[src/inc/scm_pkg.sv]
// Package for the system clock and operating mode controller
package scm_pkg;

  // APB register byte addresses
  localparam logic [11:0] CLK_CTRL_OFFSET = 12'h000;
  localparam logic [11:0] MODE_STAT_OFFSET = 12'h004;
  localparam logic [11:0] SLOW_ACK_OFFSET = 12'h008;

  // Field positions in clock_control_register
  localparam int SEL_LSB = 5;
  localparam int STABLE_BIT = 3;
  localparam int FAST_EN_BIT = 2;
  localparam int FAST_KEEP_BIT = 1;
  localparam int SLOW_KEEP_BIT = 0;

  // Field positions in the read-only status word
  localparam int STAT_MODE_LSB = 0;
  localparam int STAT_BUSY_BIT = 4;
  localparam int STAT_ACTIVE_LSB = 5;

  // Reset values
  localparam logic [2:0] SEL_RESET = 3'h7;
  localparam logic [2:0] SEL_SUB = 3'h7;
  localparam logic [31:0] APB_ZERO = 32'h0000_0000;

  // Switch timing: 4 system periods minimum before the new clock is trusted
  localparam int SWITCH_SYS_PERIODS = 4;
  // Fast oscillator settle time in ns and derived count at 25 MHz
  localparam int CLK_PERIOD_NS = 40;
  localparam int FAST_SETTLE_NS = 400;
  localparam int FAST_SETTLE_CYC = (FAST_SETTLE_NS + CLK_PERIOD_NS - 1) / CLK_PERIOD_NS;

  // Operating modes
  typedef enum logic [2:0] {
    MODE_FAST,
    MODE_SLOW,
    MODE_SLEEP,
    MODE_IDLE_SLOW_ONLY,
    MODE_IDLE_BOTH_OSC,
    MODE_IDLE_FAST_ONLY
  } scm_mode_e;

  // APB request
  typedef struct packed {
    logic psel;
    logic penable;
    logic pwrite;
    logic [11:0] paddr;
    logic [31:0] pwdata;
  } scm_apb_req_s;

  // APB answer
  typedef struct packed {
    logic pready;
    logic pslverr;
    logic [31:0] prdata;
  } scm_apb_rsp_s;

  // Clock enables handed to the clock tree
  typedef struct packed {
    logic cpuRun;
    logic sysClkEn;
    logic sysTick;
    logic fastOscOn;
    logic fastClkEn;
    logic subClkEn;
    logic slowOscOn;
  } scm_gate_s;

endpackage : scm_pkg

[src/scm_clock_mode.sv]
// System clock select, divider and operating mode control
// What this block does
// - System clock comes from fast branch or sub branch per select field.
// - Fast branch from fast RC oscillator, sub branch from slow RC oscillator.
// - FAST mode clocks CPU from fast clock divided by 1 to 64.
// - FAST mode: CPU runs, fast, sub and slow clocks all on.
// - SLOW mode at code 111: CPU runs on sub clock.
// - On sub clock, fast oscillator follows its enable bit.
// - Six modes: FAST, SLOW run the CPU; SLEEP and three IDLEs stop it.
// - Halt with both keep bits low enters SLEEP, stopping CPU and sub clock.
// - In SLEEP the slow oscillator runs only while watchdog is enabled.
// - Halt with fast keep low, slow keep high enters slow-only idle.
// - Halt with both keep bits high enters both-oscillator idle.
// - Halt with fast keep high, slow keep low enters fast-only idle.
// - Codes 000 to 110 give fast clock /1../64, 111 gives sub clock.
// - Enabling fast oscillator clears stable flag, then sets it once stable.
// - A clock switch completes after 4 periods of the old system clock alone.
// Bus side: every APB access gets one wait state.
// pready, pslverr and prdata stand for one cycle only.
// Offset 0x000 holds the control word, 0x004 a read-only status word.
// Other offsets, or a status write, answer pslverr and change nothing.
// CPU side: haltReq is a one-cycle pulse honoured only in FAST or SLOW.
// The new mode and its gates appear one cycle after the halt pulse.
// wakeReq returns to the run mode of the active select, one cycle later.
// Oscillator side: both ticks are single-cycle enables already in clk domain.
// No synchroniser here; a wrapper fed by raw oscillator edges must add one.
// Clock switch: a new select applies after four ticks of the old branch,
// so the CPU never sees a runt period while the source changes.
// The target branch gets no extra wait of its own.
// Software still owes the settle time before it relies on the new rate.
// Limitation: the switch counts ticks of a branch that SLEEP may gate off,
// so a switch written just before a halt can stay pending until wake-up.
// FAST or SLOW is reported one cycle after the switch completes.
// Reset leaves SLOW mode on the sub clock with the fast oscillator off.
// The CPU keeps running straight through reset release.
// Idle system branch: kept only while the branch enable behind the active select
// (subClkEn or fastOscOn) stays on; otherwise it is gated off with the CPU.
// Stable flag restarts from zero whenever the fast oscillator is enabled.
`timescale 1ns/1ns
`default_nettype none

module scm_clock_mode
  import scm_pkg::*;
#(
  parameter int SETTLE_CYCLES = FAST_SETTLE_CYC,
  parameter int DIV_WIDTH = 6
) (
  // Clock and reset
  input wire logic clk,
  input wire logic rst,
  // APB slave
  input wire scm_pkg::scm_apb_req_s apbReq,
  output scm_pkg::scm_apb_rsp_s apbRsp,
  // CPU events and watchdog state
  input wire logic haltReq,
  input wire logic wakeReq,
  input wire logic watchdogEnable,
  // Oscillator ticks, already in clk domain
  input wire logic fastOscTick,
  input wire logic slowOscTick,
  // Clock tree enables and mode
  output scm_pkg::scm_gate_s gates,
  output scm_pkg::scm_mode_e mode,
  output logic switchBusy
);
  import scm_pkg::*;

  // Elaboration check: divider must reach /64
  if (DIV_WIDTH < 6) begin : g_bad_div
    $error("DIV_WIDTH must be at least 6");
  end
  if (SETTLE_CYCLES < 1) begin : g_bad_settle
    $error("SETTLE_CYCLES must be at least 1");
  end
  // The divide mask is built in 64 bits
  if (DIV_WIDTH > 63) begin : g_wide_div
    $error("DIV_WIDTH must be below 64");
  end
  // The switch counter is three bits wide
  if (SWITCH_SYS_PERIODS < 1 || SWITCH_SYS_PERIODS > 7) begin : g_bad_switch
    $error("SWITCH_SYS_PERIODS must lie between 1 and 7");
  end

  // Settle counter just wide enough to reach SETTLE_CYCLES
  localparam int SW = $clog2(SETTLE_CYCLES + 1);

  // Whole state of the block
  typedef struct packed {
    // Software visible control bits
    logic [2:0] sel;
    logic fastEn;
    logic fastKeep;
    logic slowKeep;
    // Oscillator status
    logic stable;
    logic [SW-1:0] settleCnt;
    // Divider and clock switch
    logic [DIV_WIDTH-1:0] divCnt;
    logic [2:0] swCnt;
    logic [2:0] activeSel;
    // Registered outputs
    scm_mode_e mode;
    scm_gate_s gates;
    scm_apb_rsp_s rsp;
  } scm_state_s;

  scm_state_s st_q;
  scm_state_s st_d;

  // Helpers filled inside the next-state process
  logic apbAccess;
  logic [DIV_WIDTH-1:0] divMask;
  logic fastTickDiv;
  logic runMode;
  logic idleSysOn;
  logic sysTickRaw;

  // Combinational next state
  always_comb begin
    st_d = st_q;
    apbAccess = apbReq.psel && apbReq.penable;
    st_d.rsp.pready = 1'b0;
    st_d.rsp.pslverr = 1'b0;

    // Divide ratio 2^activeSel; code 111 leaves the fast branch
    divMask = DIV_WIDTH'((64'h1 << st_q.activeSel) - 64'h1);
    fastTickDiv = fastOscTick && ((st_q.divCnt & divMask) == '0);
    // Divider runs freely; only its low bits set the ratio
    if (fastOscTick) begin
      st_d.divCnt = st_q.divCnt + 1'b1;
    end

    // Stable flag: cleared while off, counts settle time once enabled
    // A disabled oscillator is never reported as stable
    if (!st_q.fastEn) begin
      st_d.stable = 1'b0;
      st_d.settleCnt = '0;
    end else if (!st_q.stable) begin
      if (st_q.settleCnt == SW'(SETTLE_CYCLES)) begin
        st_d.stable = 1'b1;
      end else begin
        st_d.settleCnt = st_q.settleCnt + 1'b1;
      end
    end

    // APB access: single-cycle answer in the access phase
    st_d.rsp.prdata = APB_ZERO;
    if (apbAccess && !st_q.rsp.pready) begin
      st_d.rsp.pready = 1'b1;
      unique case (apbReq.paddr)
        CLK_CTRL_OFFSET: begin
          // Write lands at the edge that takes the access
          if (apbReq.pwrite) begin
            st_d.sel = apbReq.pwdata[SEL_LSB +: 3];
            st_d.fastEn = apbReq.pwdata[FAST_EN_BIT];
            st_d.fastKeep = apbReq.pwdata[FAST_KEEP_BIT];
            st_d.slowKeep = apbReq.pwdata[SLOW_KEEP_BIT];
            if (apbReq.pwdata[FAST_EN_BIT] && !st_q.fastEn) begin
              st_d.stable = 1'b0;
              st_d.settleCnt = '0;
            end
            // Rewriting the same select starts no switch
            if (apbReq.pwdata[SEL_LSB +: 3] != st_q.sel) begin
              st_d.swCnt = 3'(SWITCH_SYS_PERIODS);
            end
          end
          // Read data shows the state before this access
          st_d.rsp.prdata[SEL_LSB +: 3] = st_q.sel;
          st_d.rsp.prdata[STABLE_BIT] = st_q.stable;
          st_d.rsp.prdata[FAST_EN_BIT] = st_q.fastEn;
          st_d.rsp.prdata[FAST_KEEP_BIT] = st_q.fastKeep;
          st_d.rsp.prdata[SLOW_KEEP_BIT] = st_q.slowKeep;
        end
        // Status word is read-only; a write is refused
        MODE_STAT_OFFSET: begin
          st_d.rsp.prdata[STAT_MODE_LSB +: 3] = st_q.mode;
          st_d.rsp.prdata[STAT_BUSY_BIT] = st_q.swCnt != '0;
          st_d.rsp.prdata[STAT_ACTIVE_LSB +: 3] = st_q.activeSel;
          st_d.rsp.pslverr = apbReq.pwrite;
        end
        // Unmapped offsets answer an error and change nothing
        default: begin
          st_d.rsp.pslverr = 1'b1;
        end
      endcase
    end

    // System tick before idle gating
    sysTickRaw = (st_q.activeSel == SEL_SUB) ? slowOscTick : fastTickDiv;

    // Switch completes after 4 ticks of the current system clock
    if (st_q.swCnt != '0 && sysTickRaw) begin
      st_d.swCnt = st_q.swCnt - 1'b1;
      // The last tick clears busy and moves the active select together
      if (st_q.swCnt == 3'h1) begin
        st_d.activeSel = st_q.sel;
      end
    end

    // Mode sequencing
    unique case (st_q.mode)
      MODE_FAST, MODE_SLOW: begin
        // A halt picks the low-power mode from the two keep bits
        if (haltReq) begin
          unique case ({st_q.fastKeep, st_q.slowKeep})
            2'b00: st_d.mode = MODE_SLEEP;
            2'b01: st_d.mode = MODE_IDLE_SLOW_ONLY;
            2'b11: st_d.mode = MODE_IDLE_BOTH_OSC;
            2'b10: st_d.mode = MODE_IDLE_FAST_ONLY;
          endcase
        end else begin
          st_d.mode = (st_q.activeSel == SEL_SUB) ? MODE_SLOW : MODE_FAST;
        end
      end
      MODE_SLEEP, MODE_IDLE_SLOW_ONLY, MODE_IDLE_BOTH_OSC, MODE_IDLE_FAST_ONLY: begin
        // Wake-up returns to the run mode of the active select
        if (wakeReq) begin
          st_d.mode = (st_q.activeSel == SEL_SUB) ? MODE_SLOW : MODE_FAST;
        end
      end
      // Unused codes recover to the reset mode
      default: begin
        st_d.mode = MODE_SLOW;
      end
    endcase

    // Gates for the mode being entered
    runMode = st_d.mode == MODE_FAST || st_d.mode == MODE_SLOW;
    st_d.gates.cpuRun = runMode;
    unique case (st_d.mode)
      // Running on the fast branch: everything stays on
      MODE_FAST: begin
        st_d.gates.fastOscOn = 1'b1;
        st_d.gates.subClkEn = 1'b1;
        st_d.gates.slowOscOn = 1'b1;
      end
      // Fast oscillator may keep running for peripherals
      MODE_SLOW: begin
        st_d.gates.fastOscOn = st_d.fastEn;
        st_d.gates.subClkEn = 1'b1;
        st_d.gates.slowOscOn = 1'b1;
      end
      // Deepest mode; only the watchdog may hold the slow oscillator
      MODE_SLEEP: begin
        st_d.gates.fastOscOn = 1'b0;
        st_d.gates.subClkEn = 1'b0;
        st_d.gates.slowOscOn = watchdogEnable;
      end
      // Slow oscillator feeds peripherals, fast one stops
      MODE_IDLE_SLOW_ONLY: begin
        st_d.gates.fastOscOn = 1'b0;
        st_d.gates.subClkEn = 1'b1;
        st_d.gates.slowOscOn = 1'b1;
      end
      // Both oscillators keep peripherals alive
      MODE_IDLE_BOTH_OSC: begin
        st_d.gates.fastOscOn = 1'b1;
        st_d.gates.subClkEn = 1'b1;
        st_d.gates.slowOscOn = 1'b1;
      end
      // Fast-only idle; sub clock to peripherals stops
      default: begin
        st_d.gates.fastOscOn = 1'b1;
        st_d.gates.subClkEn = 1'b0;
        st_d.gates.slowOscOn = 1'b1;
      end
    endcase
    // Fast branch enable simply mirrors its oscillator
    st_d.gates.fastClkEn = st_d.gates.fastOscOn;

    // Idle keeps system branch only if its source still runs
    idleSysOn = (st_d.activeSel == SEL_SUB) ? st_d.gates.subClkEn : st_d.gates.fastOscOn;
    st_d.gates.sysClkEn = runMode || idleSysOn;
    // Tick qualified by the enable in force, not the one being set
    st_d.gates.sysTick = sysTickRaw && st_q.gates.sysClkEn;
  end

  // State register with synchronous reset
  always_ff @(posedge clk) begin
    if (rst) begin
      // SLOW mode on the sub clock, fast oscillator off
      st_q <= '0;
      st_q.sel <= SEL_RESET;
      st_q.activeSel <= SEL_RESET;
      st_q.mode <= MODE_SLOW;
      st_q.gates.cpuRun <= 1'b1;
      st_q.gates.sysClkEn <= 1'b1;
      st_q.gates.subClkEn <= 1'b1;
      st_q.gates.slowOscOn <= 1'b1;
    end else begin
      st_q <= st_d;
    end
  end

  // Outputs straight from state flops
  assign apbRsp = st_q.rsp;
  assign gates = st_q.gates;
  assign mode = st_q.mode;
  assign switchBusy = st_q.swCnt != '0;

endmodule : scm_clock_mode

`default_nettype wire

[config.mk]
export PLATFORM = sky130hd
export DESIGN_NAME = scm_clock_mode
export DESIGN_NICKNAME = d
export VERILOG_FILES = /design/src/inc/scm_pkg.sv /design/src/scm_clock_mode.sv
export SDC_FILE = /design/constraint.sdc
export NUM_CORES = 1
export LEC_CHECK = 0
export ABC_CLOCK_PERIOD_IN_PS = 1800
export BUFFER_PORTS_ARGS = -buffer_cell sky130_fd_sc_hd__buf_2
export CAP_MARGIN = 5
export CORE_ASPECT_RATIO = 1.4
export CORE_MARGIN = 2
export CORE_UTILIZATION = 43
export CTS_CLUSTER_SIZE = 12
export DETAILED_ROUTE_END_ITERATION = 10
export GPL_TIMING_DRIVEN = 0
export PLACE_DENSITY = 0.79
export SLEW_MARGIN = 20
export SYNTH_ARGS = -nofsm -noshare
export SYNTH_HDL_FRONTEND = slang
export SYNTH_SLANG_ARGS = --single-unit
[constraint.sdc]
create_clock -name clk -period 1.8 [get_ports clk]
set_input_delay 0.36 -clock clk [delete_from_list [all_inputs] [get_ports clk]]
set_output_delay 0.36 -clock clk [all_outputs]
set_load 0.05 [all_outputs]
# == Yosys cells after proc, flatten, opt, wreduce, memory -nomap -nowiden ==
# Index checks and enable logic that the tools add are counted.
# word_totals
regBits,66
in_bits,54
wordCells,105
# op_classes
bitwise_logic,4
shift,1
reduce_logical,29
addsub,4
muxes,27
eq_ne,18
# ops
operator,n
2-to-1 mux 8 bit,3
2-to-1 mux 3 bit,7
case mux 3 bit (2 select lines),3
equality test 3 bit (second input constant),5
2-to-1 mux 5 bit,3
equality test 12 x 3 -> 1 bit (second input constant),1
equality test 3 x 2 -> 1 bit (second input constant),4
zero test 12 bit,1
case mux 3 bit (4 select lines),1
equality test 3 x 1 -> 1 bit (second input constant),3
nonzero test 2 bit,4
OR reduction 4 bit,2
adder 6 x 1 -> 6 bit (second input constant),1
bitwise AND 6 bit,1
logical AND 1 bit,6
zero test 3 bit,2
zero test 6 bit,1
2-to-1 mux 6 bit,1
OR reduction 2 bit,3
OR reduction 3 bit,2
left shift 1 x 3 -> 6 bit (first input constant),1
subtractor 6 x 1 -> 6 bit (second input constant),1
adder 4 x 1 -> 4 bit (second input constant),1
equality test 2 bit (second input constant),2
16 further kinds,24

# == Depth between registers and ports, before layout ==
# logic_depth
ltp_word,11
ltp_mapped,7
ltp_nobuf,7

# == Worst setup path after synthesis ==
# No wires, ideal clock.
# synth_timing
kind,register to register
startpoint,register st_q[61] (netlist bit)
endpoint,register gates[0] (netlist name)
required_time_ns,1.666
path_stages_with_launch,8
t_arrival_ns,1.607
setup_slack_ns,0.059
path_cell_list,dfxtp_1 inv_1 ha_1 a31oi_1 o21ai_1 a21oi_4 nand2b_2 or4b_1
# synth_via
elab_chain_cells,7
# synth_rtl
element,line_no,text
from (decl),scm_clock_mode.sv:107,scm_state_s st_q;
from (signal assigned),scm_clock_mode.sv:291,st_q <= st_d;
equality test 2 bit (tied with other cells),scm_clock_mode.sv:205,"unique case ({st_q.fastKeep, st_q.slowKeep})"
case mux 3 bit (4 select lines) *,scm_clock_mode.sv:205,
2-to-1 mux 3 bit *,scm_clock_mode.sv:204,if (haltReq) begin
case mux 3 bit (2 select lines) *,scm_clock_mode.sv:201,unique case (st_q.mode)
equality test 3 x 1 -> 1 bit (tied with other cells),scm_clock_mode.sv:230,unique case (st_d.mode)
OR reduction 4 bit (no line),n/a,
case mux 2 bit (2 select lines) *,scm_clock_mode.sv:230,
# Every way passes the cells marked *; elsewhere a longest branch is shown, timed or not.
# A chain may end at the register's enable or synchronous reset.

# == Final worst setup path ==
# layout_timing
startpoint,register st_q[45] (netlist bit)
endpoint,register gates[0] (netlist name)
# layout_via
elab_chain_cells,7
# layout_rtl
element,line_no
equality test 3 bit *,"scm_clock_mode.sv:212, scm_clock_mode.sv:218"
2-to-1 mux 1 bit *,"scm_clock_mode.sv:212, scm_clock_mode.sv:218"
"2-to-1 mux 3 bit, on equally long branches","scm_clock_mode.sv:217, scm_clock_mode.sv:204"
case mux 3 bit (2 select lines) *,scm_clock_mode.sv:201
equality test 3 x 1 -> 1 bit (tied with other cells),scm_clock_mode.sv:230
OR reduction 4 bit (no line),n/a
case mux 2 bit (2 select lines) *,scm_clock_mode.sv:230
# Marked as above.

==> flow_summary.json <==
{
  "netlist_area_um2": 2340,
  "fin_util_pct": 57.9,
  "worstSetupStartpointType": "register",
  "fin_crit_ps": 1770,
  "rows": 31,
  "vias_per_cell": 4.73,
  "clk_latency_ps": 290,
  "dp_hpwl_um": 3570,
  "finClkSkew_ps": 5.00,
  "met3_usage_pct": 2.85,
  "power_density_nw_per_um2": 828,
  "top_usage_layer": "met2",
  "fin_ws_ps": 31.9,
  "seq_area_frac_synth_pct": 35.9,
  "grt_pass1_wl_um": 7330,
  "synth_cell_types": 53,
  "drive_gt1_share_pct": 39.1,
  "drt-initial-drc-count": 40,
  "slew_headroom_pct": 58.1,
  "vdd_drop_max_mv": 0.445,
  "setup_viol": 0,
  "antenna_cells": 0,
  "grt_max_degree": 14,
  "die_area_um2": 6060,
  "hold_ws_ps": 276,
  "clk_pin_slew_ps": 80,
  "avgSynthCellArea_um2": 9.08,
  "antenna_left": 0,
  "dr_total_vias": 1919,
  "cts_root_buffer": "clkbuf_8",
  "p_leak_nw": 1.38,
  "ys.flop_type": "dfxtp_1",
  "cts_made_buffers": 5,
  "ys_async_sr_fraction_pct": 0,
  "ioPinCount": 99,
  "die_y_um": 91.3,
  "fin_crit_sh_pct": 98.2,
  "worst_ep_arrival_time_ps": 1940,
  "final_hold_viol_count": 0,
  "maxCapViolCount": 0,
  "synthCells": 258,
  "wl_um": 4640,
  "first_global_vias": 1729,
  "gp_congestion": 0.835,
  "outcome": "completed",
  "ys_ff_latch": 42,
  "hold_buffers": 0,
  "area_delta_synth_final_pct": 28.5,
  "worstMarginPinSlew_ps": 625,
  "slew_viol_final": 0,
  "drt_pass1_iterations": 4,
  "critical_path_class": "reg2reg",
  "grt_use_total_pct": 15.4,
  "yosysWarnings": 0,
  "fmax_ghz": 0.566,
  "grt-ovfl-total": 0,
  "worst_setup_path_end_kind": "register",
  "required_ps": 1970,
  "tns_ps": 0,
  "core-area_um2": 5200,
  "synth_enable_flop_cells": 0,
  "crit_fanout": 8,
  "cts_tree": "done",
  "place_ws_ps": -86.9,
  "hold_class": "in2reg",
  "start_util_pct": 45.1,
  "met1_usage_pct": 16.3,
  "cts_buffer_depth": 2,
  "io_buffer_count": 47,
  "drc": 0,
  "rsz0062_at_grt": "true",
  "post_drt_wl_per_cell_um": 11.4,
  "htree_levels": 2,
  "die_x_um": 66.4,
  "antenna_found_initial": 0,
  "use_met2_pct": 27.4,
  "clock-sinks": 42,
  "nets": 405
}
==> critical path, cell delays in order (launching register included) <==
cell and delay, ps:
dfxtp_1 320, buf_6 130, and3_4 190, mux2_4 270
a21oi_4 210, nand2b_4 70, or4b_1 460
==> flip-flops by register name, summed over array words and instances, names as in the netlist <==
| register | cells |
|---|---|
| st_q | 23 |
| apbRsp | 10 |
| gates | 6 |
| mode | 3 |
==> cells in the final DEF (no fill, tap or decap), drive strengths merged, types with 4 or more instances in the layout <==
cell	n
buf	99
dfxtp	42
nor2	27
conb	24
inv	13
a21oi	12
ha	12
clkbuf	10
nand2b	7
xor2	6
nand2	6
a22o	6
nor2b	6
mux2i	5
nor4	5
or3	4
o211ai	4
nor3	4
==> area by class of cell <==
cell class | count | area, um2
flip-flops and latches | 42 | 846
plain buffers | 52 | 377
multi-input cells | 174 | 1240
clock inverters | 2 | 60.1
repair buffers | 51 | 272
inverters | 13 | 48.8
fillers | 477 | 2190
clock buffers | 6 | 82.6
well taps | 66 | 82.6
==> per-stage QoR <==
| stage | instances | total power (W) | cell area (um2) |
|---|---|---|---|
| 6_report | 406 | 0.00249 | 3010 |
| 5_1_grt | 406 | 0.00259 | 3010 |
| 4_1_cts | 402 | 0.00245 | 2910 |
| 3_5_place_dp | 394 | 0.00153 | 2750 |
| 3_3_place_gp | 394 | 0.00152 | 2750 |
| 2_1_floorplan | 281 | 0.00143 | 2430 |
==> cells by family after synthesis <==
group | after synthesis | share of synthesized area (%)
simple gates | 78 | 18.6
buf+inv | 65 | 18.2
compound gates | 43 | 13.7
flops | 42 | 35.9
fa+ha+maj | 13 | 6.89
xor+xnor | 9 | 3.37
mux | 7 | 3.26
other cells | 1 | 0.160
==> timing repair <==
action / CTS / global route
setup endpoints to repair: 3 / 10
pin swaps: 0 / 1
setup buffers: 0 / 4
cloned: 0 / 0
gates resized for setup: 6 / 15
==> routing by layer <==
metal  part of all wire (%)  vias to the layer above  wire length [um]
met5                      0                        -                 0
met4                    3.1                        0               143
met3                    4.4                       11               206
met2                     54                       50              2530
met1                     38                      875              1770
li1                       -                      983                 -
==> worst paths after layout <==
kind                        from             endpoint  slack (ps)  cells past startpoint
max          st_q[45]$_SDFF_PP1_  gates[0]$_SDFF_PP1_          30                      6
min               watchdogEnable  gates[0]$_SDFF_PP1_         280                      2
max reg2reg  st_q[45]$_SDFF_PP1_  gates[0]$_SDFF_PP1_          30                      6
min reg2reg  gates[5]$_SDFF_PP1_  gates[4]$_SDFF_PP0_         480                      1
==> where the power goes <==
group / leakage [nW] / switching, W / total (W) / internal, W
combinational: 0.969 / 0.000362 / 0.000594 / 0.000233
clock: 0.0714 / 0.000312 / 0.000904 / 0.000591
sequential: 0.343 / 0.0000334 / 0.000995 / 0.000962
==> cells in the mapped netlist, drive strengths merged (4+ instances only) <==
| library cell | count | area share [%] |
|---|---|---|
| o211ai | 4 | 1.3 |
| clkbuf | 4 | 0.64 |
| mux2i | 5 | 2.1 |
| nor2 | 27 | 4.3 |
| nand2b | 7 | 2.0 |
| or3 | 4 | 1.1 |
| nor4 | 5 | 1.6 |
| nor3 | 4 | 1.1 |
| dfxtp | 42 | 36 |
| inv | 13 | 2.1 |
| nand2 | 6 | 0.96 |
| buf | 48 | 15 |
| nor2b | 6 | 1.7 |
| xor2 | 6 | 2.2 |
| a21oi | 12 | 3.0 |
| a22o | 6 | 2.2 |
| ha | 12 | 6.4 |
No activity file was read; power rests on OpenSTA's default activity.
